**src/hw/unmp_cfg.svh**
```systemverilog
// Purpose: Offsets, field positions, reset values and timing counts of the serial port
// Assumes: Included by bare name
// Notes:   Definitions only
`ifndef UNMP_CFG_SVH
`define UNMP_CFG_SVH
`define UNMP_CLK_HZ          10000000
`define UNMP_BAUD            115200
`define UNMP_BIT_CYC         (`UNMP_CLK_HZ / `UNMP_BAUD)
`define UNMP_OFF_CTRL        8'h98
`define UNMP_OFF_BUF         8'h99
`define UNMP_CTRL_RST        8'h00
`define UNMP_B_MODE          7
`define UNMP_B_UNUSED        6
`define UNMP_B_MCE           5
`define UNMP_B_REN           4
`define UNMP_B_TB8           3
`define UNMP_B_RB8           2
`define UNMP_B_TI            1
`define UNMP_B_RI            0
`define UNMP_WB_CTRL         4'h0
`define UNMP_WB_TXDATA       4'h4
`define UNMP_WB_RXDATA       4'h8
`define UNMP_WB_STATUS       4'hc
`define UNMP_WB_MASK         4'h0
`endif

```
**src/hw/unmp_pkg.sv**
```systemverilog
// Purpose: Types shared by both ends of the serial link
// Assumes: Nothing
// Notes:   Constants live in unmp_cfg.svh
package unmp_pkg;
   typedef enum logic [1:0] {UNMP_IDLE, UNMP_START, UNMP_DATA, UNMP_TAIL} unmp_state_t;
endpackage : unmp_pkg

```
**src/hw/unmp_link_if.sv**
```systemverilog
// Purpose: Serial line between the device and the remote node
// Assumes: Both ends on clk_i
// Notes:   Each end drives its own transmit line
`timescale 1ns/1ps
interface unmp_link_if;
   logic dev_tx;
   logic node_tx;
   modport device (output dev_tx, input node_tx);
   modport node   (output node_tx, input dev_tx);
endinterface : unmp_link_if

```
**src/hw/unmp_uart.sv**
```systemverilog
// Purpose: Serial port with 8/9-bit framing and multiprocessor receive filter
// Assumes: Classic Wishbone slave, control at 0x98 and buffer at 0x99, ack one cycle late
// Notes:   Baud fixed by UNMP_BIT_CYC
`timescale 1ns/1ps
`include "unmp_cfg.svh"
module unmp_uart
   import unmp_pkg::*;
(
   input  wire logic       clk_i,
   input  wire logic       rst_i,
   input  wire logic       wb_cyc_i,
   input  wire logic       wb_stb_i,
   input  wire logic       wb_we_i,
   input  wire logic       wb_sel_i,
   input  wire logic [7:0] wb_adr_i,
   input  wire logic [7:0] wb_dat_i,
   output logic      [7:0] wb_dat_o,
   output logic            wb_ack_o,
   input  wire logic       irq_en_i,
   output logic            irq_o,
   unmp_link_if.device     link
);
   localparam int BIT_CYC = `UNMP_BIT_CYC;
   localparam int HALF    = BIT_CYC / 2;

   logic [7:0]  ctrl;
   logic [7:0]  rx_buf;
   unmp_state_t tx_st;
   unmp_state_t rx_st;
   logic [15:0] tx_cnt;
   logic [15:0] rx_cnt;
   logic [3:0]  tx_bit;
   logic [3:0]  rx_bit;
   logic [8:0]  tx_sh;
   logic [8:0]  rx_sh;
   logic        tx_line;
   logic        rx_q;
   logic        tx_set;
   logic        rx_set;
   logic        rx_stop;

   wire nine       = ctrl[`UNMP_B_MODE];
   wire bus_req    = wb_cyc_i && wb_stb_i;
   wire wr_en      = bus_req && wb_ack_o && wb_we_i && wb_sel_i;
   wire wr_ctrl    = wr_en && (wb_adr_i == `UNMP_OFF_CTRL);
   wire wr_buf     = wr_en && (wb_adr_i == `UNMP_OFF_BUF);
   wire [7:0] rd_mux = (wb_adr_i == `UNMP_OFF_BUF) ? rx_buf
                       : (ctrl | (8'h01 << `UNMP_B_UNUSED));
   wire [3:0] nbits = nine ? 4'd9 : 4'd8;
   wire tx_tick    = (tx_cnt == 16'(BIT_CYC - 1));
   wire rx_tick    = (rx_cnt == 16'(BIT_CYC - 1));
   wire rx_mid     = (rx_cnt == 16'(HALF - 1));
   wire rx_in      = link.node_tx;
   wire rx_fall    = rx_q && !rx_in;
   wire rx_ninth   = nine ? rx_sh[8] : rx_in;
   wire pass       = !ctrl[`UNMP_B_MCE] || rx_ninth;
   wire accept     = rx_stop && !ctrl[`UNMP_B_RI] && pass;

   assign link.dev_tx = tx_line;
   assign irq_o       = irq_en_i && (ctrl[`UNMP_B_TI] || ctrl[`UNMP_B_RI]);

   // Bus port: ack one cycle after the request, dropped the cycle after
   always_ff @(posedge clk_i)
   begin
      if (rst_i)
      begin
         wb_ack_o <= 1'b0;
         wb_dat_o <= 8'h00;
      end
      else
      begin
         wb_ack_o <= bus_req && !wb_ack_o;
         if (bus_req && !wb_ack_o)
            wb_dat_o <= rd_mux;
      end
   end

   // Control register: hardware set wins over software clear
   always_ff @(posedge clk_i)
   begin
      if (rst_i)
         ctrl <= `UNMP_CTRL_RST;
      else
      begin
         if (wr_ctrl)
            ctrl <= {wb_dat_i[7], 1'b0, wb_dat_i[5:0]};
         if (tx_set)
            ctrl[`UNMP_B_TI] <= 1'b1;
         if (accept)
         begin
            ctrl[`UNMP_B_RI]  <= 1'b1;
            ctrl[`UNMP_B_RB8] <= rx_ninth;
         end
      end
   end

   // Transmitter
   always_ff @(posedge clk_i)
   begin
      if (rst_i)
      begin
         tx_st   <= UNMP_IDLE;
         tx_cnt  <= 16'h0000;
         tx_bit  <= 4'h0;
         tx_sh   <= 9'h000;
         tx_line <= 1'b1;
         tx_set  <= 1'b0;
      end
      else
      begin
         tx_set <= 1'b0;
         tx_cnt <= tx_tick ? 16'h0000 : tx_cnt + 16'h0001;
         unique case (tx_st)
            UNMP_IDLE:
            begin
               tx_cnt <= 16'h0000;
               if (wr_buf)
               begin
                  tx_sh   <= {ctrl[`UNMP_B_TB8], wb_dat_i};
                  tx_line <= 1'b0;
                  tx_st   <= UNMP_START;
               end
            end
            UNMP_START:
               if (tx_tick)
               begin
                  tx_line <= tx_sh[0];
                  tx_sh   <= {1'b1, tx_sh[8:1]};
                  tx_bit  <= 4'h1;
                  tx_st   <= UNMP_DATA;
               end
            UNMP_DATA:
               if (tx_tick)
               begin
                  if (tx_bit == nbits)
                  begin
                     tx_line <= 1'b1;
                     tx_set  <= 1'b1;
                     tx_st   <= UNMP_TAIL;
                  end
                  else
                  begin
                     tx_line <= tx_sh[0];
                     tx_sh   <= {1'b1, tx_sh[8:1]};
                     tx_bit  <= tx_bit + 4'h1;
                  end
               end
            UNMP_TAIL:
               if (tx_tick)
                  tx_st <= UNMP_IDLE;
         endcase
      end
   end

   // Receiver: samples mid-bit
   always_ff @(posedge clk_i)
   begin
      if (rst_i)
      begin
         rx_st   <= UNMP_IDLE;
         rx_cnt  <= 16'h0000;
         rx_bit  <= 4'h0;
         rx_sh   <= 9'h000;
         rx_q    <= 1'b1;
         rx_stop <= 1'b0;
         rx_buf  <= 8'h00;
      end
      else
      begin
         rx_q    <= rx_in;
         rx_stop <= 1'b0;
         rx_cnt  <= rx_tick ? 16'h0000 : rx_cnt + 16'h0001;
         if (accept)
            rx_buf <= nine ? rx_sh[7:0] : rx_sh[8:1];
         unique case (rx_st)
            UNMP_IDLE:
            begin
               rx_cnt <= 16'h0000;
               if (rx_fall && ctrl[`UNMP_B_REN])
                  rx_st <= UNMP_START;
            end
            UNMP_START:
               if (rx_mid)
               begin
                  rx_cnt <= 16'h0000;
                  rx_bit <= 4'h0;
                  rx_st  <= rx_in ? UNMP_IDLE : UNMP_DATA;
               end
            UNMP_DATA:
               if (rx_tick)
               begin
                  rx_sh  <= {rx_in, rx_sh[8:1]};
                  rx_bit <= rx_bit + 4'h1;
                  if (rx_bit == nbits - 4'h1)
                     rx_st <= UNMP_TAIL;
               end
            UNMP_TAIL:
               if (rx_tick)
               begin
                  rx_stop <= 1'b1;
                  rx_st   <= UNMP_IDLE;
               end
         endcase
      end
   end
endmodule : unmp_uart

```
**src/flat_wrapper.sv**
```systemverilog
// flat-port wrapper written by rule: the top's interface ports become plain ports
module unmp_uart_flat import unmp_pkg::*;
  (clk_i, rst_i, wb_cyc_i, wb_stb_i, wb_we_i, wb_sel_i, wb_adr_i, wb_dat_i, wb_dat_o, wb_ack_o, irq_en_i, irq_o, link_dev_tx, link_node_tx);
  unmp_link_if link_i ();
  input  wire logic clk_i;
  input  wire logic rst_i;
  input  wire logic wb_cyc_i;
  input  wire logic wb_stb_i;
  input  wire logic wb_we_i;
  input  wire logic wb_sel_i;
  input  wire logic [7:0] wb_adr_i;
  input  wire logic [7:0] wb_dat_i;
  output logic      [7:0] wb_dat_o;
  output logic wb_ack_o;
  input  wire logic irq_en_i;
  output logic irq_o;
  output wire logic [$bits(link_i.dev_tx)-1:0] link_dev_tx;
  input wire logic [$bits(link_i.node_tx)-1:0] link_node_tx;
  assign link_dev_tx = link_i.dev_tx;
  assign link_i.node_tx = link_node_tx;
  unmp_uart u_core (.clk_i(clk_i), .rst_i(rst_i), .wb_cyc_i(wb_cyc_i), .wb_stb_i(wb_stb_i), .wb_we_i(wb_we_i), .wb_sel_i(wb_sel_i), .wb_adr_i(wb_adr_i), .wb_dat_i(wb_dat_i), .wb_dat_o(wb_dat_o), .wb_ack_o(wb_ack_o), .irq_en_i(irq_en_i), .irq_o(irq_o), .link(link_i));
endmodule
```
**config.mk**
```make
export PLATFORM = sky130hd
export DESIGN_NAME = unmp_uart_flat
export DESIGN_NICKNAME = d
export VERILOG_FILES = /design/src/hw/unmp_pkg.sv /design/src/hw/unmp_link_if.sv /design/src/hw/unmp_uart.sv /design/src/flat_wrapper.sv
export VERILOG_INCLUDE_DIRS = /design/src /design/src/hw
export SDC_FILE = /design/constraint.sdc
export NUM_CORES = 1
export LEC_CHECK = 0
export BUFFER_PORTS_ARGS = -buffer_cell sky130_fd_sc_hd__buf_2
export CAP_MARGIN = 5
export CORE_MARGIN = 4
export CORE_UTILIZATION = 30
export CTS_CLUSTER_DIAMETER = 60
export CTS_CLUSTER_SIZE = 20
export DETAILED_ROUTE_END_ITERATION = 8
export SETUP_SLACK_MARGIN = 0.15
export SKIP_LAST_GASP = 1
export SYNTH_ARGS = -nofsm -noshare
export SYNTH_HDL_FRONTEND = slang
export SYNTH_SLANG_ARGS = --single-unit
```
**constraint.sdc**
```tcl
create_clock -name clk_i -period 1.87 [get_ports clk_i]
set_input_delay 0.0935 -clock clk_i [delete_from_list [all_inputs] [get_ports clk_i]]
set_output_delay 0.0935 -clock clk_i [all_outputs]
set_load 0.03 [all_outputs]
```
Word level (Yosys, flattened, before mapping)
Cells that the tools add are included.
{ "op_classes": {"add_sub_neg": 5, "eq_ne": 24, "mux": 43, "n_bitwise": 3, "reduce_logical": 35} }
{ "op_table": {"columns": ["op", "n"], "rows": [
  ["two-way mux 9 bit", 4],
  ["adder 16 x 1 -> 16 bit, second input constant", 2],
  ["== test 16 x 7 -> 1 bit, second input constant", 2],
  ["two-way mux 16 bit", 2],
  ["case mux 16 bit (2 select lines)", 1],
  ["case mux 9 bit (3 select lines)", 1],
  ["two-way mux 2 bit", 11],
  ["two-way mux 4 bit", 5],
  ["inequality test 2 x 1 -> 1 bit, second input constant", 10],
  ["== test 16 x 6 -> 1 bit, second input constant", 1],
  ["== test 8 bit, second input constant", 2],
  ["two-way mux 8 bit", 2],
  ["case mux 2 bit (4 select lines)", 2],
  ["case mux 4 bit (2 select lines)", 2],
  ["AND reduction 5 bit", 3],
  ["logical AND 1 bit", 12],
  ["two-way mux 1 bit", 11],
  ["adder 4 x 1 -> 4 bit, second input constant", 2],
  ["== test 2 bit, second input constant", 4],
  ["== test 4 bit", 2],
  ["AND reduction 4 bit", 2],
  ["nonzero test 2 bit", 4],
  ["OR reduction 3 bit", 2],
  ["== test 2 x 1 -> 1 bit, second input constant", 2],
  ["other kinds (12)", 19]
]} }
{ "word_totals": {"regBits": 90, "out_inout_bits": 11, "wordCells": 128} }

Longest topological paths before layout
{ "logic_depth": {"word_depth": 7, "ltp_mapped": 9, "depth_no_buf": 7} }

Worst setup path after synthesis
OpenSTA, ideal clock, no wires.
{ "synth_path": {"path_kind": "register to register", "startpoint": "reg u_core.rx_cnt[1]", "endpoint": "reg u_core.rx_cnt[6]", "setup_ns": 0.064, "arrival_ns": 1.728, "required_time_ns": 1.806, "setup_slack_ns": 0.078, "stages_incl_launch_ff": 10, "n_path_buf": 3, "period_less_slack_ns": 1.792, "path_cell_list": "dfxtp_1 > inv_1 > ha_1 > nor4b_1 > and4_1 > buf_4 > or3_1 > clkbuf_1 > buf_6 > nor2_1"} }
{ "synth_between": {"elab_chain_len": 4, "elab_cells_between_ends": 6} }
{ "synth_rtl": {"columns": ["element", "line", "rtl"], "rows": [
  ["from (decl)", "unmp_uart.sv:31", "logic [15:0] rx_cnt;"],
  ["from (signal assigned)", "unmp_uart.sv:172", "rx_cnt <= rx_tick ? 16'h0000 : rx_cnt + 16'h0001;"],
  ["adder 16 x 1 -> 16 bit or == test 16 x 7 -> 1 bit (tied branches)", "unmp_uart.sv:172, unmp_uart.sv:51", null],
  ["two-way mux 16 bit", "unmp_uart.sv:172", null],
  ["two-way mux 16 bit", "unmp_uart.sv:183", "if (rx_mid)"],
  ["case mux 16 bit (2 select lines) (*)", "unmp_uart.sv:175", "unique case (rx_st)"]
]} }
Every way passes the cells marked *; elsewhere a longest branch is shown, timed or not.
A chain may end at the register's enable or synchronous reset.

Final worst setup path
{ "layout_path": {"startpoint": "reg u_core.rx_cnt[9]", "endpoint": "reg u_core.rx_bit[3]"} }
{ "layout_between": {"elab_chain_len": 3, "elab_cells_between_ends": 5} }
{ "layout_rtl": {"columns": ["element", "line", "rtl"], "rows": [
  ["== test 16 x 7 -> 1 bit or == test 16 x 6 -> 1 bit (tied branches)", "unmp_uart.sv:51, unmp_uart.sv:52", null],
  ["inequality test 2 x 1 -> 1 bit (no source line)", null, null],
  ["AND reduction 3 bit (no source line) (*)", null, null],
  ["to (signal assigned)", "unmp_uart.sv:193", "rx_bit <= rx_bit + 4'h1;"],
  ["to (decl)", "unmp_uart.sv:33", "logic [3:0] rx_bit;"]
]} }
Marked as above.

==> run_results.csv <==
group,metric,value,unit
drt,ant_nets,0,
drt,vias,3565,
timing,hold_ws,0.0123,ns
yosys,synth.distinct_cells,60,
layout,synthToLayoutAreaGrowth,27.3,%
drt,drt_wl_total,9810,µm
power,total_power,5150,µW
outcome,violations,"setup timing",
job,maxCapViolations,0,
yosys,synth_seq_cells,90,
layout,instances_no_fill,712,
clocking,clk-insertion-delay-late,0.35,ns
yosys,synth_common_cells,"90 x dfxtp_1, 68 x nor2_1, 32 x nand2_1",
floorplan,die-area,0.0164,mm²
yosys,syn_area,0.00431,mm²
yosys,synth_ff_type,"dfxtp_1",
yosys,ys.warnings.count,0,
grt,globalRouteOverflowTotal,0,
layout,fillers,1358,
yosys,async_flop_share,0,%
yosys,syn_area_per_cell,9.14,µm²
drt,drt_iter0_drc,184,
worst_hold_path,min_path_type,"in -> reg",
floorplan,die_h,128,µm
worst_setup_path,path_max_fanout,3,
yosys,yosysTopAreaCellShare,41.8,%
yosys,synth_fp_nets,511,
timing,period_share,101,%
worst_setup_path,crit_path_max_incr_delay,0.49,ns
timing,fmax,527,MHz
worst_setup_path,cp.arrival,2.18,ns
grt,grt_pass1_wl,16000,µm
timing,setup-tns-final,-0.0272,ns
timing,slew-limit-headroom,68.9,%
drt,vias_per_cell,5.01,
floorplan,io_pins,35,
floorplan,row_count,43,
yosys,synthTopCellsByArea,"dfxtp_1 42%, mux2i_1 7.0%, nor2_1 5.9%",
worst_setup_path,r2r_start,"u_core.rx_cnt[9]",
layout,multiInputGateArea,0.00258,mm²
layout,layout.nets,566,
yosys,synth_edf_count,0,
drt,firstDrtPassIters,4,
grt,grt.total_usage,11.8,%
power,irDropWorstVdd,0.428,mV
worst_setup_path,worstPathRequired,2.15,ns
floorplan,start_util,30.8,%
timing,rsz0062_at_grt,"true",
clocking,root_buffer,"clkbuf_16",
clocking,cts_buffers,9,
worst_setup_path,worstSetupStartpointType,"flip-flop",
worst_setup_path,cp_cell_sequence,"nor3_1, and4_4, buf_6, nand2_1, or4_4, a21oi_2",
yosys,synthCells,472,
clocking,cts-htree-levels,3,
worst_setup_path,path_class,"reg -> reg",
outcome,status,"finished with violations",
worst_setup_path,crit_path_end_kind,"flip-flop",
placement,dp.cells,683,
timing,drv_slew,0,
timing,worst-slew-pin-transition,0.467,ns
timing,setup_viol,1,
floorplan,fp.coreArea,0.0140,mm²
timing,fin_ws,-0.0272,ns
timing,clock-skew-final,0.00780,ns
placement,gp_congestion,0.830,
grt,antenna_found_initial,0,
layout,final-seq-area,0.00182,mm²
yosys,post-synth-top-count-cell,"dfxtp_1",
worst_setup_path,reg2reg_slack,-0.03,ns
placement,dpl.hpwl,6550,µm
clocking,clock-sinks,90,
clocking,tritoncts,"yes",
grt,grt_pass1_vias,3470,
layout,diodes,0,
drt,drc,0,
grt,grt_max_degree,40,
timing,hold_viol_final,0,
worst_hold_path,hold_path_depth,3,
worst_hold_path,worstHoldStart,"wb_dat_i[3]",
floorplan,chipWidth,128,µm
clocking,path_clk_slew,0.07,ns
worst_setup_path,regToRegEndpoint,"u_core.rx_bit[3]",
power,powerDensity,938,mW/mm²
yosys,seq_area_frac_synth,41.8,%
layout,fin_util,39.2,%
worst_setup_path,crit_slowest_cell,"or4_4",
placement,portBuffers,34,
worst_setup_path,r2r_cells,6,
yosys,synth_top_cell_by_area,"dfxtp_1",
worst_hold_path,hold-path-endpoint,"u_core.ctrl[3]",
drt,wire_per_inst,13.8,µm
clocking,clk_path_buf_depth,2,
power,p_leak,0.00199,µW
timing,min_period,1.90,ns
layout,layout-drive-gt1-share,28.2,%
-- repair_timing --
| item | 4_1_cts | 5_1_grt |
|---|---|---|
| cloned | 1 | 1 |
| endpoints found under the hold margin | 1 | 0 |
| endpoints found under the setup margin | 59 | 44 |
| setup buffers | 5 | 5 |
| resized for setup | 24 | 45 |
| hold buffers | 1 | 0 |
| pin swaps | 7 | 17 |
-- routing by layer --
layer / global-route usage, % / part of all wire [%] / routed length (µm) / up-vias
met4: 6.93 / 2.5 / 243 / 0
met3: 2.13 / 2.4 / 238 / 16
li1: - / - / - / 1795
met5: 0 / 0 / 0 / -
met1: 14.4 / 45 / 4390 / 1701
met2: 19.5 / 50 / 4930 / 53
-- worst max-delay path: cells and delay by family, from the launching register on --
kind	cells	cell delay [ns]
buffers and inverters	1	0.10
AO/OA/AOI/OAI	1	0.14
flip-flops	1	0.34
AND/OR/NAND/NOR	4	1.26
-- state kept, by name (all words and copies together) (netlist names), named ones only --
signal / cells
u_core.ctrl: 7
u_core.link.dev_tx: 1
u_core.rx_bit: 4
u_core.rx_buf: 8
u_core.rx_cnt: 16
u_core.rx_q: 1
u_core.rx_sh: 9
u_core.rx_st: 1
u_core.rx_stop: 1
u_core.tx_bit: 4
u_core.tx_cnt: 16
u_core.tx_set: 1
u_core.tx_sh: 9
u_core.tx_st: 2
u_core.wb_ack_o: 1
u_core.wb_dat_o: 8
-- area by class of cell --
| cell class | count | area share (%) |
|---|---|---|
| well taps | 180 | 4.10 |
| inverters | 17 | 1.21 |
| repair buffers | 71 | 8.50 |
| flip-flops and latches | 90 | 33.2 |
| multi-input cells | 338 | 47.0 |
| clock buffers | 9 | 4.10 |
| clock inverters | 7 | 1.94 |
-- power breakdown --
group	total [µW]	switching, µW	internal [µW]
Combinational	1000	547	457
Sequential	2140	97.0	2040
Clock	2010	809	1200
Total	5150	1450	3690
-- worst max path at each step --
stage | start | end | slack (ns) | cells past startpoint
CTS | u_core.rx_cnt[1] | u_core.rx_bit[3] | 0.10 | 8
global placement | u_core.tx_cnt[1] | u_core.tx_cnt[7] | 0.09 | 6
finish | u_core.rx_cnt[9] | u_core.rx_bit[3] | -0.03 | 6
detailed placement | u_core.tx_cnt[1] | u_core.tx_st[0] | 0.0005 | 8
global route | u_core.rx_cnt[9] | u_core.rx_bit[3] | -0.13 | 6
floorplan | u_core.rx_cnt[1] | flip-flop | 0.14 | 8
-- stage by stage --
step	setup slack, ns	area, µm²
2_1_floorplan	0.138	4330
3_3_place_gp	0.0896	4770
3_5_place_dp	0.000522	4770
4_1_cts	0.104	5250
5_1_grt	-0.130	5490
6_report	-0.0272	5490
-- placed cells by master (no fill, tap or decap), types with 13 or more instances in the layout --
cell type	count
dfxtp_1	80
nor2_1	66
buf_2	35
nand2_1	32
mux2i_1	30
buf_4	30
a21oi_1	21
xor2_1	21
a211oi_1	19
nand3_1	14
inv_1	13
-- logic make-up after synthesis --
family          Yosys count  share of synthesized area (%)
compound gates           82                           13.3
xor+xnor                 31                           6.29
fa+ha+maj                15                           4.35
buf+inv                  44                           4.41
flops                    90                           41.8
mux                      30                           6.96
simple gates            180                           22.9
(Power assumes the default switching activity.)
